File: config.mk
export PLATFORM = sky130hd
export DESIGN_NAME = irq_prio_unit
export DESIGN_NICKNAME = d
export VERILOG_FILES = /design/src/hw/irq_prio_pkg.sv /design/src/hw/irq_arbiter.sv /design/src/hw/irq_prio_unit.sv
export VERILOG_INCLUDE_DIRS = /design/src /design/src/hw
export SDC_FILE = /design/constraint.sdc
export NUM_CORES = 1
export LEC_CHECK = 0
export BUFFER_PORTS_ARGS = -buffer_cell sky130_fd_sc_hd__buf_4
export CAP_MARGIN = 10
export CORE_ASPECT_RATIO = 1.25
export CORE_MARGIN = 3
export CORE_UTILIZATION = 30
export CTS_BUF_LIST = sky130_fd_sc_hd__clkbuf_8
export CTS_CLUSTER_DIAMETER = 120
export DETAILED_ROUTE_END_ITERATION = 6
export PLACE_DENSITY = 0.61
export RECOVER_POWER = 50
export SLEW_MARGIN = 20
export SYNTH_ARGS = -nofsm -noshare
export SYNTH_HDL_FRONTEND = slang
export SYNTH_SLANG_ARGS = --single-unit
export TNS_END_PERCENT = 5
File: constraint.sdc
create_clock -name clock -period 4.75 [get_ports clock]
set_clock_uncertainty 0.2 [all_clocks]
set_input_delay 0.7125 -clock clock [delete_from_list [all_inputs] [get_ports clock]]
set_output_delay 0.7125 -clock clock [all_outputs]
set_load 0.02 [all_outputs]
File: src/hw/irq_prio_cfg.svh
/*
 * Constants for the interrupt priority and exception unit: priority levels,
 * vector table offsets, halt code and field widths.
 * Assumes inclusion by the design modules by bare name.
 */
`ifndef IRQ_PRIO_CFG_SVH
`define IRQ_PRIO_CFG_SVH

// Priority levels (hex)
`define LVL_HALT        5'h1f
`define LVL_WRITE_ERR   5'h1d
`define LVL_PERF_MON    5'h1b
`define LVL_READ_ERR    5'h1a
`define LVL_IRQ3        5'h17
`define LVL_IRQ2_TIMER  5'h16
`define LVL_IRQ1_NET    5'h15
`define LVL_SW_TOP      5'h0f
`define LVL_NONE        5'h00

// Vector table offsets (hex)
`define VEC_WRITE_ERR   10'h060
`define VEC_READ_ERR    10'h054
`define VEC_TIMER       10'h0c0
`define VEC_NET         10'h104
`define VEC_SW_BASE     10'h080
`define VEC_IRQ3        10'h000
`define VEC_IRQ2        10'h000
`define VEC_IRQ1        10'h000
`define VEC_IRQ0        10'h000

// Halt code for an external halt
`define HALT_CODE_EXT   6'h02

// Software request lines, levels 01 to 0f
`define SW_LINES        15

`endif

File: src/hw/irq_prio_pkg.sv
/*
 * Types for the interrupt priority and exception unit.
 * Assumes irq_prio_cfg.svh is on the include path.
 */
package irq_prio_pkg;

	// Hardware request sources, one bit each
	typedef struct packed {
		logic halt;
		logic wr_err;
		logic perf_mon;
		logic rd_err;
		logic irq3;
		logic irq2;
		logic timer;
		logic irq1;
		logic irq0;
		logic net;
	} irq_src_t;

	// Outcome of arbitration, sent to the core
	typedef struct packed {
		logic       take;
		logic       nonmask;
		logic       microcode;
		logic [4:0] level;
		logic [9:0] vector;
	} irq_grant_t;

	// Exception categories
	typedef enum logic [2:0] {
		exc_arith  = 3'h0,
		exc_memmgt = 3'h1,
		exc_operand= 3'h2,
		exc_instr  = 3'h3,
		exc_trace  = 3'h4,
		exc_sysfail= 3'h5
	} exc_cat_t;

	// Exception types
	typedef enum logic [1:0] {
		exc_trap  = 2'h0,
		exc_fault = 2'h1,
		exc_abort = 2'h2
	} exc_kind_t;

	// Exception report from the execution pipeline
	typedef struct packed {
		logic        valid;
		exc_cat_t    cat;
		exc_kind_t   kind;
		logic        restorable;
		logic [31:0] pc_cur;
		logic [31:0] pc_next;
	} exc_req_t;

	// Entry sequence states, gray along the usual path
	typedef enum logic [1:0] {
		st_idle  = 2'b00,
		st_save  = 2'b01,
		st_raise = 2'b11,
		st_xfer  = 2'b10
	} entry_st_t;

endpackage

File: src/hw/irq_arbiter.sv
/*
 * Combinational arbiter: picks the highest pending request and gives its
 * level and vector offset.
 * Assumes synchronised request inputs and the current priority level.
 */
`timescale 1ns/10ps
`include "irq_prio_cfg.svh"

module irq_arbiter
	import irq_prio_pkg::*;
(
	input  wire irq_src_t            src,
	input  wire logic [`SW_LINES-1:0] sw_req,
	input  wire logic [4:0]          cur_level,
	output irq_grant_t               grant
);

	logic [4:0] sw_lvl;
	logic       sw_any;

	// Highest software request, levels 01 to 0f
	always_comb begin
		sw_lvl = `LVL_NONE;
		sw_any = 1'b0;
		for (int i = 0; i < `SW_LINES; i++) begin
			if (sw_req[i]) begin
				sw_lvl = 5'(i + 1);
				sw_any = 1'b1;
			end
		end
	end

	// Fixed priority walk from the top level down
	always_comb begin
		grant = '0;
		if (src.halt) begin
			grant.nonmask = 1'b1;
			grant.level   = `LVL_HALT;
		end else if (src.wr_err) begin
			grant.level  = `LVL_WRITE_ERR;
			grant.vector = `VEC_WRITE_ERR;
		end else if (src.perf_mon) begin
			grant.level     = `LVL_PERF_MON;
			grant.microcode = 1'b1;
		end else if (src.rd_err) begin
			grant.level  = `LVL_READ_ERR;
			grant.vector = `VEC_READ_ERR;
		end else if (src.irq3) begin
			grant.level  = `LVL_IRQ3;
			grant.vector = `VEC_IRQ3;
		end else if (src.irq2) begin
			grant.level  = `LVL_IRQ2_TIMER;
			grant.vector = `VEC_IRQ2;
		end else if (src.timer) begin
			grant.level  = `LVL_IRQ2_TIMER;
			grant.vector = `VEC_TIMER;
		end else if (src.irq1) begin
			grant.level  = `LVL_IRQ1_NET;
			grant.vector = `VEC_IRQ1;
		end else if (src.irq0) begin
			grant.level  = `LVL_IRQ1_NET;
			grant.vector = `VEC_IRQ0;
		end else if (src.net) begin
			grant.level  = `LVL_IRQ1_NET;
			grant.vector = `VEC_NET;
		end else if (sw_any) begin
			grant.level  = sw_lvl;
			grant.vector = `VEC_SW_BASE + {3'h0, sw_lvl, 2'h0};
		end
		// Maskable only above current level; halt always
		grant.take = grant.nonmask ||
			(grant.level != `LVL_NONE && grant.level > cur_level);
	end

endmodule

File: src/hw/irq_prio_unit.sv
/*
 * Interrupt priority and exception unit. Samples request pins, arbitrates,
 * runs the entry sequence (save, raise level, transfer) and reports the
 * saved program counter for exceptions.
 * Assumes one 100 MHz clock, synchronous active-low reset, and a core that
 * accepts a started entry with entry_ack one cycle or more later.
 */
// What this block does
// - External halt is nonmaskable, top level 1f, halt code 2.
// - Write-path errors request level 1d, vector offset 60.
// - Read and memory integrity errors request level 1a, vector 54.
// - Peripheral bus error during I/O read requests level 1a, vector 54.
// - Performance monitor takes level 1b, handled by microcode, no vector.
// - Line 3 at 17; line 2 beats timer at 16; timer c0, network 104.
// - Each exception is put in one of six categories.
// - Trap taken after instruction; saved PC is the next instruction.
// - Abort may be unpredictable; microcode converts it to fault if it can.
// - Halt saves PC, status word, mapping bit, halt code; level 1f; firmware.
// - Maskable request saves PC and status word, raises level, vectors; the monitor goes to microcode instead.
// - Raising the priority level never blocks the halt request.
`timescale 1ns/10ps
`include "irq_prio_cfg.svh"

module irq_prio_unit
	import irq_prio_pkg::*;
(
	input  wire logic                 clock,
	input  wire logic                 rst_n,
	input  wire logic                 halt_pin,
	input  wire logic [3:0]           irq_pin,
	input  wire logic                 io_bus_err_pin,
	input  wire logic                 wr_err_req,
	input  wire logic                 rd_err_req,
	input  wire logic                 perf_mon_req,
	input  wire logic                 timer_req,
	input  wire logic                 net_req,
	input  wire logic [`SW_LINES-1:0] sw_req,
	input  wire logic [4:0]           cur_level,
	input  wire logic [31:0]          cur_pc,
	input  wire logic [31:0]          cur_psw,
	input  wire logic                 mapping_enable_bit,
	input  wire logic                 instr_done,
	input  wire exc_req_t             exc_in,
	input  wire logic                 entry_ack,
	output logic                      entry_start,
	output logic                      entry_to_firmware,
	output logic                      entry_microcode,
	output logic [4:0]                new_level,
	output logic [9:0]                vector_offset,
	output logic [31:0]               saved_pc,
	output logic [31:0]               saved_psw,
	output logic                      saved_map_en,
	output logic [5:0]                saved_halt_code,
	output logic                      exc_valid,
	output exc_cat_t                  exc_cat,
	output exc_kind_t                 exc_kind,
	output logic                      exc_restore
);

	logic [5:0]  pin_s1_r;
	logic [5:0]  pin_s2_r;
	irq_src_t    src;
	irq_grant_t  grant;
	entry_st_t   st_r;
	entry_st_t   st_nxt;
	irq_grant_t  held_r;
	exc_req_t    exc_pend_r;
	logic        entry_save;
	logic        exc_deliver;

	// Two-stage sync of pins: halt, irq[3:0], peripheral bus error
	always_ff @(posedge clock) begin
		if (!rst_n) begin
			pin_s1_r <= 6'h00;
			pin_s2_r <= 6'h00;
		end else begin
			pin_s1_r <= {io_bus_err_pin, irq_pin, halt_pin};
			pin_s2_r <= pin_s1_r;
		end
	end

	// Gather sources; unused levels have no input at all
	// Pin sources come from the second sync stage only
	always_comb begin
		src          = '0;
		src.halt     = pin_s2_r[0];
		src.wr_err   = wr_err_req;
		src.perf_mon = perf_mon_req;
		src.rd_err   = rd_err_req | pin_s2_r[5];
		src.irq3     = pin_s2_r[4];
		src.irq2     = pin_s2_r[3];
		src.irq1     = pin_s2_r[2];
		src.irq0     = pin_s2_r[1];
		src.timer    = timer_req;
		src.net      = net_req;
	end

	irq_arbiter irq_arbiter_i (
		.src       (src),
		.sw_req    (sw_req),
		.cur_level (cur_level),
		.grant     (grant)
	);

	// Entry sequence: idle, save, raise level, transfer
	// A halt leaves idle at once; a maskable request waits for a boundary
	always_comb begin
		st_nxt = st_r;
		case (st_r)
			st_idle: begin
				if (grant.take && (grant.nonmask || instr_done))
					st_nxt = st_save;
			end
			st_save:  st_nxt = st_raise;
			st_raise: st_nxt = st_xfer;
			st_xfer: begin
				if (entry_ack)
					st_nxt = st_idle;
			end
			default:  st_nxt = st_idle;
		endcase
	end

	// State register
	always_ff @(posedge clock) begin
		if (!rst_n)
			st_r <= st_idle;
		else
			st_r <= st_nxt;
	end

	// Entry starts on this edge; it owns saved_pc for the cycle
	assign entry_save = st_r == st_idle && st_nxt == st_save;

	// Latch grant and save state at the start of entry
	// The held grant keeps level and vector steady while the request drops
	always_ff @(posedge clock) begin
		if (!rst_n) begin
			held_r          <= '0;
			saved_psw       <= 32'h0;
			saved_map_en    <= 1'b0;
			saved_halt_code <= 6'h00;
		end else if (entry_save) begin
			held_r    <= grant;
			saved_psw <= cur_psw;
			if (grant.nonmask) begin
				saved_map_en    <= mapping_enable_bit;
				saved_halt_code <= `HALT_CODE_EXT;
			end
		end
	end

	// Core-facing entry outputs, each from a flip-flop
	// The start pulse covers the first transfer cycle only
	always_ff @(posedge clock) begin
		if (!rst_n) begin
			entry_start       <= 1'b0;
			entry_to_firmware <= 1'b0;
			entry_microcode   <= 1'b0;
			new_level         <= 5'h00;
			vector_offset     <= 10'h000;
		end else begin
			entry_start <= (st_nxt == st_xfer) && (st_r == st_raise);
			if (st_r == st_save) begin
				new_level         <= held_r.level;
				vector_offset     <= held_r.vector;
				entry_to_firmware <= held_r.nonmask;
				entry_microcode   <= held_r.microcode;
			end
		end
	end

	// Pending report goes out now: faults at once, traps at the boundary;
	// an entry save in the same cycle owns saved_pc, so the report waits
	assign exc_deliver = exc_pend_r.valid && !entry_save &&
		(exc_pend_r.kind != exc_trap || instr_done);

	// Hold an exception report until it is delivered; a new report wins
	always_ff @(posedge clock) begin
		if (!rst_n)
			exc_pend_r <= '0;
		else if (exc_in.valid)
			exc_pend_r <= exc_in;
		else if (exc_deliver)
			exc_pend_r.valid <= 1'b0;
	end

	// Saved PC: interrupts take cur_pc, traps the next PC, faults the current one
	always_ff @(posedge clock) begin
		if (!rst_n) begin
			saved_pc    <= 32'h0;
			exc_valid   <= 1'b0;
			exc_cat     <= exc_arith;
			exc_kind    <= exc_trap;
			exc_restore <= 1'b0;
		end else begin
			exc_valid <= exc_deliver;
			if (entry_save) begin
				saved_pc <= cur_pc;
			end else if (exc_deliver) begin
				if (exc_pend_r.kind == exc_trap)
					saved_pc <= exc_pend_r.pc_next;
				else
					saved_pc <= exc_pend_r.pc_cur;
			end
			if (exc_pend_r.valid) begin
				exc_cat  <= exc_pend_r.cat;
				// Abort that microcode can restore is reported as a fault
				if (exc_pend_r.kind == exc_abort && exc_pend_r.restorable)
					exc_kind <= exc_fault;
				else
					exc_kind <= exc_pend_r.kind;
				exc_restore <= exc_pend_r.kind == exc_abort && exc_pend_r.restorable;
			end
		end
	end

endmodule

# Word level (Yosys, flattened, before mapping)

Cells that the tools add are included.

Add/sub/neg operators: 1
Order comparisons: 1
Eq/ne operators: 6
Mux-type cells: 56
Bitwise logic cells: 1
Reductions and logical operators: 18

Operators with widths:

| cell                                                 | number |
|---|---|
| 2-to-1 mux 15 bit                                    | 8 |
| 2-to-1 mux 32 bit                                    | 3 |
| 2-to-1 mux 4 bit                                     | 8 |
| 2-to-1 mux 1 bit                                     | 22 |
| 2-to-1 mux 10 bit                                    | 2 |
| 2-to-1 mux 14 bit                                    | 1 |
| 2-to-1 mux 3 bit                                     | 4 |
| 2-to-1 mux 2 bit                                     | 5 |
| 2-to-1 mux 5 bit                                     | 2 |
| adder 8 x 6 -> 9 bit (first input constant)          | 1 |
| equality test 2 bit (second input constant)          | 4 |
| one-hot mux 2 bit (4 select lines)                   | 1 |
| logical AND 1 bit                                    | 7 |
| nonzero test 2 bit                                   | 3 |
| greater-than comparator 5 bit                        | 1 |
| nonzero test 5 bit                                   | 1 |
| equality test 2 x 1 -> 1 bit (second input constant) | 2 |
| zero test 2 bit                                      | 2 |
| logical OR 1 bit                                     | 3 |
| AND reduction 2 bit                                  | 1 |
| zero test 1 bit                                      | 1 |
| bitwise OR 1 bit                                     | 1 |

Flip-flop bits (word level): 193
Bits of input ports: 171
Output and inout bits: 96
Logic and storage cells: 109

# Depth between registers and ports, before layout

Gate-level depths: netlist of run 1.

Depth in word-level cells: 40
Mapped depth: 15
Depth with buffers taken out: 13

# By module

A second synthesis of run 1 with hierarchy kept.

Cell total of the unflattened synthesis: 912
Area total of the unflattened synthesis: 8345.5 sq um

By module, submodules not included:

| module        | times used | cells each | area each (sq um) |
|---|---|---|---|
| irq_prio_unit | 1          | 819        | 7783.7 |
| irq_arbiter   | 1          | 93         | 561.8 |

# Worst setup path after synthesis of run 1

No wires, ideal clock.

Path type: input-to-reg
From: input sw_req[6]
To: register held_r[3] in the netlist's numbering
Setup time: 0.072 ns
Arrival time: 3.357 ns
Data required time: 4.478 ns
Setup slack: 1.121 ns
Stages: 15
Path through: or4_4 -> nor4_2 -> a31oi_1 -> a21oi_2 -> o21bai_1 -> ha_1 -> nor2b_1 -> o21a_1 -> o211ai_1 -> a21oi_1 -> o21ai_0 -> nor2_1 -> buf_6 -> buf_6 -> mux2i_1

RTL lines:

| what                 | RTL line             | RTL |
|---|---|---|
| from (decl)          | irq_prio_unit.sv:37  | `` input wire logic [`SW_LINES-1:0] sw_req, `` |
| to (signal assigned) | irq_prio_unit.sv:144 | `held_r <= grant;` |
| to (decl)            | irq_prio_unit.sv:66  | `irq_grant_t held_r;` |

==> metrics, run 1 <==
Largest stage delay, worst path=roughly 0.54 ns; reg-to-reg startpoint=pin_s2_r[5]$_SDFF_PN0_; TritonCTS buffer count=17; Total Wirelength=21820 um; Pint=2348 uW; GRT overflow=0; Rows=between 60 and 70; DRC violations left=0; DIE AREA=0.02943 mm^2; Diodes inserted=0; Synth area leader=dfxtp_1; YS warnings=0; area of the multi-input gates=a little over 0.004 mm^2; H-tree levels=4; worst-path cell chain=buf_4 > or4_4 > nor4_2 > a31oi_1 > a21oi_2 > o21bai_1 > ha_1 > nor2b_1 > o21a_1 > o211ai_1 > a21oi_1 > o21ai_0 > nor2_4 > buf_12 > mux2i_1; drt via density=4.591; combinational group share of total power=18.9%; cell count after placement=1447; Power Dens Cells=324.0 mW/mm^2; Adder-Cell Fraction of Synth Area=0.7613%; Seq pwr share=51.2%; period utilization=79.93%; critical path peak fanout=33; mux cell area share after synthesis=21.56%; Pwr Total=3388 uW; Critical Path RT=about 5 ns; flops & latches, synth=187; Area Growth Syn to Fin=27.25%; switching pwr=around 1000 uW; Post-Synthesis Cells=895; Fmax=approximately 260 MHz; first-pass GRT wire length=around 34000 um; mapped cell area=0.008218 mm^2; dominant synthesized flop cell=dfxtp_1; most common library cells after synthesis=210 x nand2_1, 187 x dfxtp_1, 177 x mux2i_1; share of the synthesized area in the top cell type=45.55%; post-synthesis compound-gate area fraction=under 10%; nets=1297; Initial DRC Count=173; sequential cell area fraction in the yosys report=45.55%; Clock power frac=30.0%; DP HPWL=15670 um; minimum clock period=3.796 ns; setup ws final=0.9535 ns; Switching Fraction=30.69%; Critical Path Start=sw_req[6]; vias in the first global route=between 6000 and 7000; Post-synth EDFFs=0; Mean Syn Cell Area=9.182 um^2; failing checks=capacitance limit, slew limit; hold depth=1; largest cells by area after synthesis=dfxtp_1 46%, mux2i_1 22%, nand2_1 9.6%, nor2b_1 5.9%, o21ai_0 2.5%; count leader, synth=nand2_1; Fin Hold WS=0.2409 ns; Max-slew headroom=-32.90%; Critical Path AT=3.99 ns; worst hold path endpoint=pin_s2_r[5]$_SDFF_PN0_; RSZ-0062 raised after global routing=no; # fillers=about 2800; clock buffer depth=2; simple logic cell fraction of the synthesized area=20.37%; Top Ports=approximately 270; final setup vio count=0; max-slew violations=212; worst-margin pin slew=1.993 ns; Post-CTS Resized=0; largest family of logic cells by synthesized area=multiplexers; IO Port Bufs=258; Root Driver=clkbuf_8; CTS tree=yes; Die Height=191.0 um; Place WS=0.5037 ns; Critical Path Slowest Stage Cell=or4_4; CTS Hold Bufs=0; core area=0.02691 mm^2; Worst Hold Class=reg -> reg; VDD IR-drop max=151.7 uV; Initial Utilization=30.54%; # Post-CTS Setup Buffers=0; Reg area=0.003744 mm^2; Worst-Skew Late Latency=about 0.46 ns; total number of vias=6790; Finished Layout Cells=1479; Fin. Hold Viols=0; LEAKAGE=0.004499 uW; Yosys cell types=48; layout cell share with drive strength beyond 1=between 20% and 30%; Setup crit start kind=input port; routability congestion estimate=0.8092; clock transition at the registers of the reported paths=0.10 ns; worst reg2reg setup slack=1.25 ns; XOR/XNOR Fraction of Synth Area=0%; asr flop ratio synth=0%; Total Routing Usage GR=14.44%; crit path capture type=flop; Fin Setup TNS=0 ns; min-delay src=pin_s1_r[5]$_SDFF_PN0_; maxcap violations=3; WL per Instance=14.75 um; die width=154.0 um; R2R depth=13; status=finished with violations; Pre-antenna DRT Iters=4; initial antenna violation count=0; reg-to-reg endpoint=saved_psw[7]$_SDFFE_PN0P_; Setup Crit Path Kind=in -> reg; ANT nets after route=0; largest net degree at the start of global routing=between 100 and 150; number of sinks on the clock net=187
==> worst max-delay path, delay by kind of cell <==
| family | cells | cell delay [ns] |
|---|---|---|
| multiplexers | 1 | 0.23 |
| AND/OR/NAND/NOR | 4 | 1.14 |
| buffers and inverters | 2 | 0.41 |
| adder cells (fa/ha/maj) | 1 | 0.29 |
| AO/OA/AOI/OAI | 7 | 1.16 |
==> cell type report <==
cell class / count / share of cell area, %
clock buffer: 17 / 2.237
clock inverter: 15 / 1.280
inverter: 9 / 0.3230
multi-input combinational: 639 / 39.67
sequential: 187 / 35.80
tap: 345 / 4.128
timing repair buffer: 267 / 16.56
==> logic make-up after synthesis <==
kind of cell / count (synthesis)
and+or+nand+nor: 357
DFF: 187
muxes: 177
AOI/OAI and AO/OA: 92
buffers and inverters: 76
adders and majority gates: 5
other: 1
==> routing by layer <==
metal / up-vias / wire [um] / GRT usage (%) / share of wire [%]
met2: 201 / 10710 / 24.76 / 49
met1: 3122 / 8864 / 16.46 / 41
met4: 0 / 572 / 5.335 / 2.6
met5: - / 0 / 0 / 0
li1: 3433 / - / - / -
met3: 34 / 1677 / 5.254 / 7.7
==> sequential cells by signal, summed over array words and instances (netlist names), 5 cells and up <==
signal and cells:
exc_pend_r 71, held_r 14, new_level 5, pin_s1_r 6, pin_s2_r 6, saved_pc 32
saved_psw 32, vector_offset 7
==> stage by stage <==
stage	area [um^2]	utilization (%)
finish	10460	38.86
global route	10460	38.86
CTS	10760	39.98
detailed placement	10390	38.62
global placement	10390	38.62
floorplan	8244	-
==> power groups by stage <==
stage / clock [uW] / combinational (uW) / sequential, uW
after global placement: 0 / 681 / 1770
after detailed placement: 0 / 690 / 1770
after floorplan: 0 / 355 / 1820
after global routing: 1120 / 709 / 1750
final: 1020 / 639 / 1730
after CTS: 1070 / 691 / 1740
==> cell usage in the layout, fill, tap and decap left out, types with 6 or more instances in the layout <==
cell type,count
nand2_1,210
dfxtp_1,187
buf_4,185
mux2i_1,177
clkbuf_1,78
nor2b_1,77
o21ai_0,41
clkbuf_8,17
nor2_1,16
a21boi_0,16
inv_1,9
conb_1,8
and2_1,7
nand3_1,7
a21oi_1,7
and2_0,7
nor3_1,6
==> worst max-delay path by stage <==
stage,endpoint,cells past startpoint
after global routing,saved_psw[9]$_SDFFE_PN0P_,4
after floorplan,held_r[3]$_SDFFE_PN0P_,15
final,saved_psw[7]$_SDFFE_PN0P_,15
after CTS,saved_psw[12]$_SDFFE_PN0P_,15
after detailed placement,saved_psw[7]$_SDFFE_PN0P_,15
after global placement,saved_pc[0]$_SDFFE_PN0P_,15
Power figures use the tool's default switching activity.
==> run 2: changes to the inputs <==
==> constraint.sdc (replaced) <==
create_clock -name clock -period 3.7 [get_ports clock]
set_clock_uncertainty 0.2 [all_clocks]
set_input_delay 0.555 -clock clock [delete_from_list [all_inputs] [get_ports clock]]
set_output_delay 0.555 -clock clock [all_outputs]
set_load 0.02 [all_outputs]
==> run 2 against run 1 <==
  * The flow still finishes with violations (capacitance limit, slew limit)
  * Clock-buffer cell count stayed put
  * Design area is 3.9% higher
  * Largest cell class unchanged
  * Largest power group unchanged
  * Non-clock buffer count is 28 higher
  * Sequential power is 29% higher
==> metrics, run 2 (synthesized netlist as in run 1, its figures left out) <==
DRC violations left=0; reg-to-reg startpoint=pin_s2_r[1]$_SDFF_PN0_; Max-slew headroom=-14.29%; layer with the highest usage=met2; Critical Path RT=3.85 ns; Power Dens Cells=419.2 mW/mm^2; IO Port Bufs=258; Regs by FF count=exc_pend_r (71), saved_pc (32), saved_psw (32); Rows=67; drt via density=between 4 and 5; VDD IR-drop max=195.3 uV; placed cell areas=roughly 0.011 mm^2; worst-path cell chain=buf_4 > or4_4 > nor4_2 > a31oi_1 > a21oi_2 > o21bai_1 > ha_1 > nor2b_1 > o21a_1 > o211ai_1 > a21oi_1 > o21ai_0 > nor2_4 > buf_12 > buf_4 > mux2i_1; Worst-Skew Late Latency=0.46 ns; Root Driver=clkbuf_8; status=finished with violations; Diodes inserted=0; min-delay src=irq_pin[1]; Largest stage delay, worst path=0.53 ns; first-pass GRT wire length=between 30000 and 40000 um; CP top delay family=compound AO/OA/AOI/OAI gates; minimum clock period=between 3 and 4 ns; Setup Crit Path Kind=in -> reg; initial antenna violation count=0; Crit path buffers/inverters=3; die width=154.0 um; # fillers=2751; clock transition at the registers of the reported paths=around 0.090 ns; Critical Path Slowest Stage Cell=or4_4; CTS tree=yes; critical path peak fanout=11; crit path capture type=flop; hold depth=2; leading cell type in the layout, fill and taps excluded=buf_4; TritonCTS buffer count=17; Initial Utilization=just over 30%; nets=1325; GR Layer Usage met2=25.15%; max reg flops=between 70 and 80; GRT overflow=0; routability congestion estimate=0.7887; vias in the first global route=6848; LEAKAGE=~0.0048 uW; setup ws final=0.3033 ns; Top Ports=267; DP HPWL=around 16000 um; Place WS=-0.1739 ns; DIE AREA=0.02943 mm^2; final setup vio count=0; ANT nets after route=0; Critical Path AT=3.55 ns; Worst Hold Class=in -> reg; switching pwr=1301 uW; Fmax=294.4 MHz; failing checks=capacitance limit, slew limit; max-slew violations=95; Pwr Total=4556 uW; RSZ-0062 raised after global routing=no; Most common cell on crit path=buf_4; reg-to-reg endpoint=saved_psw[17]$_SDFFE_PN0P_; worst reg2reg setup slack=0.45 ns; Post-CTS Resized=0; H-tree levels=4; period utilization=91.80%; combinational group share of total power=between 10% and 20%; maxcap violations=1; Seq pwr share=48.9%; Area Growth Syn to Fin=32.28%; Fin. Hold Viols=0; GR Util met1=approximately 17%; worst-margin pin slew=1.714 ns; met3 Track Usage GR=5.095%; Initial DRC Count=roughly 290; WL per Instance=approximately 15 um; number of sinks on the clock net=between 150 and 200; Pre-antenna DRT Iters=4; core area=0.02691 mm^2; Pint=3256 uW; clock buffer depth=2; Switching Fraction=28.55%; # Post-CTS Setup Buffers=0; R2R depth=14; total number of vias=6800; worst hold path endpoint=pin_s1_r[2]$_SDFF_PN0_; Setup crit start kind=input port; Total Wirelength=22210 um; most frequent cells in the layout=240 x buf_4, 210 x nand2_1, 187 x dfxtp_1; Biggest register=exc_pend_r; layout cell share with drive strength beyond 1=25.06%; largest net degree at the start of global routing=95; Die Height=191.0 um; Clock power frac=a little under a third; Total Routing Usage GR=14.67%; CTS Hold Bufs=0; Post-Layout Inst Area=~0.011 mm^2
==> run 2: cell count changes in the layout (fill, tap and decap cells not counted), moves of 2 or more <==
cell | previous run | this run
clkbuf_1 | 78 | 47
and2_1 | 7 | 10
inv_8 | 5 | 0
bufinv_16 | 0 | 3
buf_12 | 2 | 6
and2_0 | 7 | 4
clkinvlp_4 | 2 | 0
buf_4 | 185 | 240
==> run 2: worst register-to-register path, delay by kind of cell (launching register included) <==
| family | cells | cell delay (ns) |
|---|---|---|
| buf+inv | 2 | 0.33 |
| fa+ha+maj | 1 | 0.27 |
| flops | 1 | 0.33 |
| mux | 1 | 0.11 |
| compound gates | 7 | 1.29 |
| simple gates | 3 | 0.63 |
==> run 2: power by group through the flow <==
stage | registers, uW | clock network, uW | logic (uW)
floorplan | 2340 | 0 | 455
global placement | 2270 | 0 | 930
detailed placement | 2280 | 0 | 939
CTS | 2230 | 1500 | 941
global route | 2250 | 1570 | 986
finish | 2230 | 1430 | 898
==> run 2: how the worst max path moves through the flow <==
stage / startpoint / endpoint / slack (ns) / cells past startpoint
2_1_floorplan: sw_req[6] / held_r[3]$_SDFFE_PN0P_ / 0.23 / 15
3_3_place_gp: sw_req[6] / saved_pc[6]$_SDFFE_PN0P_ / -0.16 / 16
3_5_place_dp: sw_req[6] / saved_psw[11]$_SDFFE_PN0P_ / -0.17 / 16
4_1_cts: sw_req[6] / saved_psw[11]$_SDFFE_PN0P_ / 0.34 / 16
5_1_grt: sw_req[6] / saved_psw[17]$_SDFFE_PN0P_ / 0.13 / 16
6_report: sw_req[6] / saved_psw[17]$_SDFFE_PN0P_ / 0.30 / 16
==> run 2: layout make-up <==
cell class	count	area (um^2)	share of cell area, %
sequential	187	3744	34.44
tap	345	431.7	3.971
timing repair buffer	295	2108	19.39
inverter	9	33.78	0.3108
clock inverter	14	170.2	1.565
clock buffer	17	234.0	2.152
multi-input combinational	639	4149	38.17
==> run 2: per-layer routing <==
layer	part of all wire, %	routed length (um)
met5	0	0
met4	2.4	542
met3	7.5	1663
met2	49	10820
met1	41	9185
==> run 2: per-stage QoR <==
step / utilization (%) / std cells / TNS, ns / hold slack, ns
floorplan: - / 902 / 0 / 0.2119
global placement: 39.58 / 1475 / -8.999 / 0.2284
detailed placement: 39.58 / 1475 / -8.601 / 0.2201
CTS: 41.08 / 1506 / 0 / 0.05337
global route: 40.40 / 1506 / 0 / 0.06152
finish: 40.40 / 1506 / 0 / 0.1060
==> run 3: changes to the inputs <==
--- a/config.mk
+++ b/config.mk
@@ -11,7 +11,7 @@
 export CORE_ASPECT_RATIO = 1.25
 export CORE_MARGIN = 3
 export CORE_UTILIZATION = 30
-export CTS_BUF_LIST = sky130_fd_sc_hd__clkbuf_8
+export CTS_BUF_LIST = sky130_fd_sc_hd__clkbuf_4
 export CTS_CLUSTER_DIAMETER = 120
 export DETAILED_ROUTE_END_ITERATION = 6
 export PLACE_DENSITY = 0.61
==> run 3 against run 2 <==
  * Sequential share of layout area fell by 3.7 points
  * Global-route usage increased by 1.2 points
  * Hold slack lost 0.0010 ns
  * Die area unchanged
  * Clock-buffer cell count rose by 1
  * Via count rose by 9.6%
  * Core utilization increased by 4.8 points
  * The flow still finishes with violations (capacitance limit, slew limit)
==> metrics, run 3 (synthesized netlist as in run 1, its figures left out) <==
die width=154.0 um; clock transition at the registers of the reported paths=0.15 ns; leading cell type in the layout, fill and taps excluded=buf_4; Pre-antenna DRT Iters=4; R2R depth=14; clock buffer depth=2; first-pass GRT wire length=37820 um; GRT overflow=0; Seq pwr share=50.0%; Initial DRC Count=between 300 and 400; VDD IR-drop max=158.0 uV; nets=1465; number of sinks on the clock net=between 150 and 200; max-slew violations=around 140; Setup crit start kind=input port; Largest stage delay, worst path=around 0.53 ns; Top Ports=roughly 270; Initial Utilization=30.54%; Biggest register=exc_pend_r; minimum clock period=approximately 3.3 ns; Post-CTS Resized=0; WL per Instance=roughly 15 um; IO Port Bufs=258; Place WS=-0.1739 ns; core area=0.02691 mm^2; period utilization=88.64%; TritonCTS buffer count=17; LEAKAGE=between 0.005 and 0.006 uW; Clock power frac=27.0%; Pint=3166 uW; total number of vias=roughly 7500; worst reg2reg setup slack=0.45 ns; largest net degree at the start of global routing=95; layout cell share with drive strength beyond 1=22.37%; Die Height=191.0 um; Fin Hold WS=0.1050 ns; Critical Path RT=3.97 ns; Worst Hold Class=in -> reg; vias in the first global route=7725; status=finished with violations; cell count after placement=1475; DP HPWL=approximately 16000 um; most frequent cells in the layout=240 x buf_4, 210 x nand2_1, 187 x dfxtp_1; final setup vio count=0; Total Routing Usage GR=between 10% and 20%; CTS tree=yes; setup ws final=between 0.4 and 0.5 ns; RSZ-0062 raised after global routing=no; maxcap violations=2; Fin. Hold Viols=0; failing checks=capacitance limit, slew limit; hold depth=3; Most common cell on crit path=buf_4; CTS Hold Bufs=140; # Post-CTS Setup Buffers=0; Power Dens Cells=~370 mW/mm^2; worst-path cell chain=buf_4 > or4_4 > nor4_2 > a31oi_1 > a21oi_2 > o21bai_1 > ha_1 > nor2b_1 > o21a_1 > o211ai_1 > a21oi_1 > o21ai_0 > nor2_4 > buf_12 > buf_4 > mux2i_1; Switching Fraction=29.08%; max reg flops=71; reg-to-reg startpoint=pin_s2_r[1]$_SDFF_PN0_; Critical Path AT=3.55 ns; reg-to-reg endpoint=saved_psw[0]$_SDFFE_PN0P_; Root Driver=clkbuf_4; DIE AREA=0.02943 mm^2; initial antenna violation count=1; critical path peak fanout=11; Critical Path Sink=saved_psw[0]$_SDFFE_PN0P_; Worst-Skew Late Latency=around 0.56 ns; Finished Layout Cells=1647; Fmax=around 300 MHz; Max-slew headroom=-14.65%; switching pwr=approximately 1300 uW; Regs by FF count=exc_pend_r (71), saved_pc (32), saved_psw (32); Total Wirelength=23890 um; Setup Crit Path Kind=in -> reg; combinational group share of total power=between 20% and 30%; ANT nets after route=0; Critical Path Slowest Stage Cell=or4_4; drt via density=4.526; worst-margin pin slew=~1.7 ns; H-tree levels=4; DRC violations left=0; routability congestion estimate=0.7887; Rows=67; crit path capture type=flop; Area Growth Syn to Fin=48.10%; Critical Path Start=sw_req[6]
## run 3: routing by layer
| layer | track usage (%) | wire length (um) | up-vias |
|---|---|---|---|
| met5 | 0 | 0 | - |
| met4 | 6.558 | 666 | 0 |
| met2 | 28.19 | 11950 | 208 |
| met1 | 17.90 | 9945 | 3439 |
| met3 | 4.121 | 1323 | 37 |
| li1 | - | - | 3771 |
## run 3: power by group through the flow
stage,clock (uW),combinational [uW],sequential [uW]
3_3_place_gp,0,930,2270
3_5_place_dp,0,939,2280
5_1_grt,1350,1120,2250
2_1_floorplan,0,455,2340
6_report,1210,1030,2230
4_1_cts,1280,1060,2230
## run 3: through the flow
step                utilization [%]  cell area [um^2]  total power (uW)  TNS, ns
floorplan                         -              8244              2798        0
global placement              39.58             10650              3203   -8.999
detailed placement            39.58             10650              3215   -8.601
CTS                           45.91             12350              4577        0
global route                  45.23             12170              4715        0
finish                        45.23             12170              4464        0
## run 3: critical path, delay by kind of cell
kind	cells	cell delay [ns]
AOI/OAI and AO/OA	7	1.21
adders and majority gates	1	0.29
buffers and inverters	3	0.43
muxes	1	0.11
and+or+nand+nor	4	0.92
## run 3: cell type report
class	count	area (um^2)
multi-input cells	639	4149
repair buffers	435	3508
fillers	2582	14740
flip-flops and latches	187	3744
inverters	9	33.78
clock buffers	18	135.1
well taps	345	431.7
diodes	1	2.502
clock inverters	13	166.4
## run 3: how the worst min path moves through the flow
stage                                 from                     endpoint  slack (ns)
global route                    instr_done  exc_pend_r[70]$_SDFFE_PN0P_        0.02
finish                          exc_in[15]  exc_pend_r[15]$_SDFFE_PN0P_        0.10
global placement    pin_s1_r[0]$_SDFF_PN0_       pin_s2_r[0]$_SDFF_PN0_        0.23
detailed placement  pin_s1_r[1]$_SDFF_PN0_       pin_s2_r[1]$_SDFF_PN0_        0.22
CTS                             exc_in[15]  exc_pend_r[15]$_SDFFE_PN0P_       0.006
floorplan           pin_s1_r[0]$_SDFF_PN0_       pin_s2_r[0]$_SDFF_PN0_        0.21
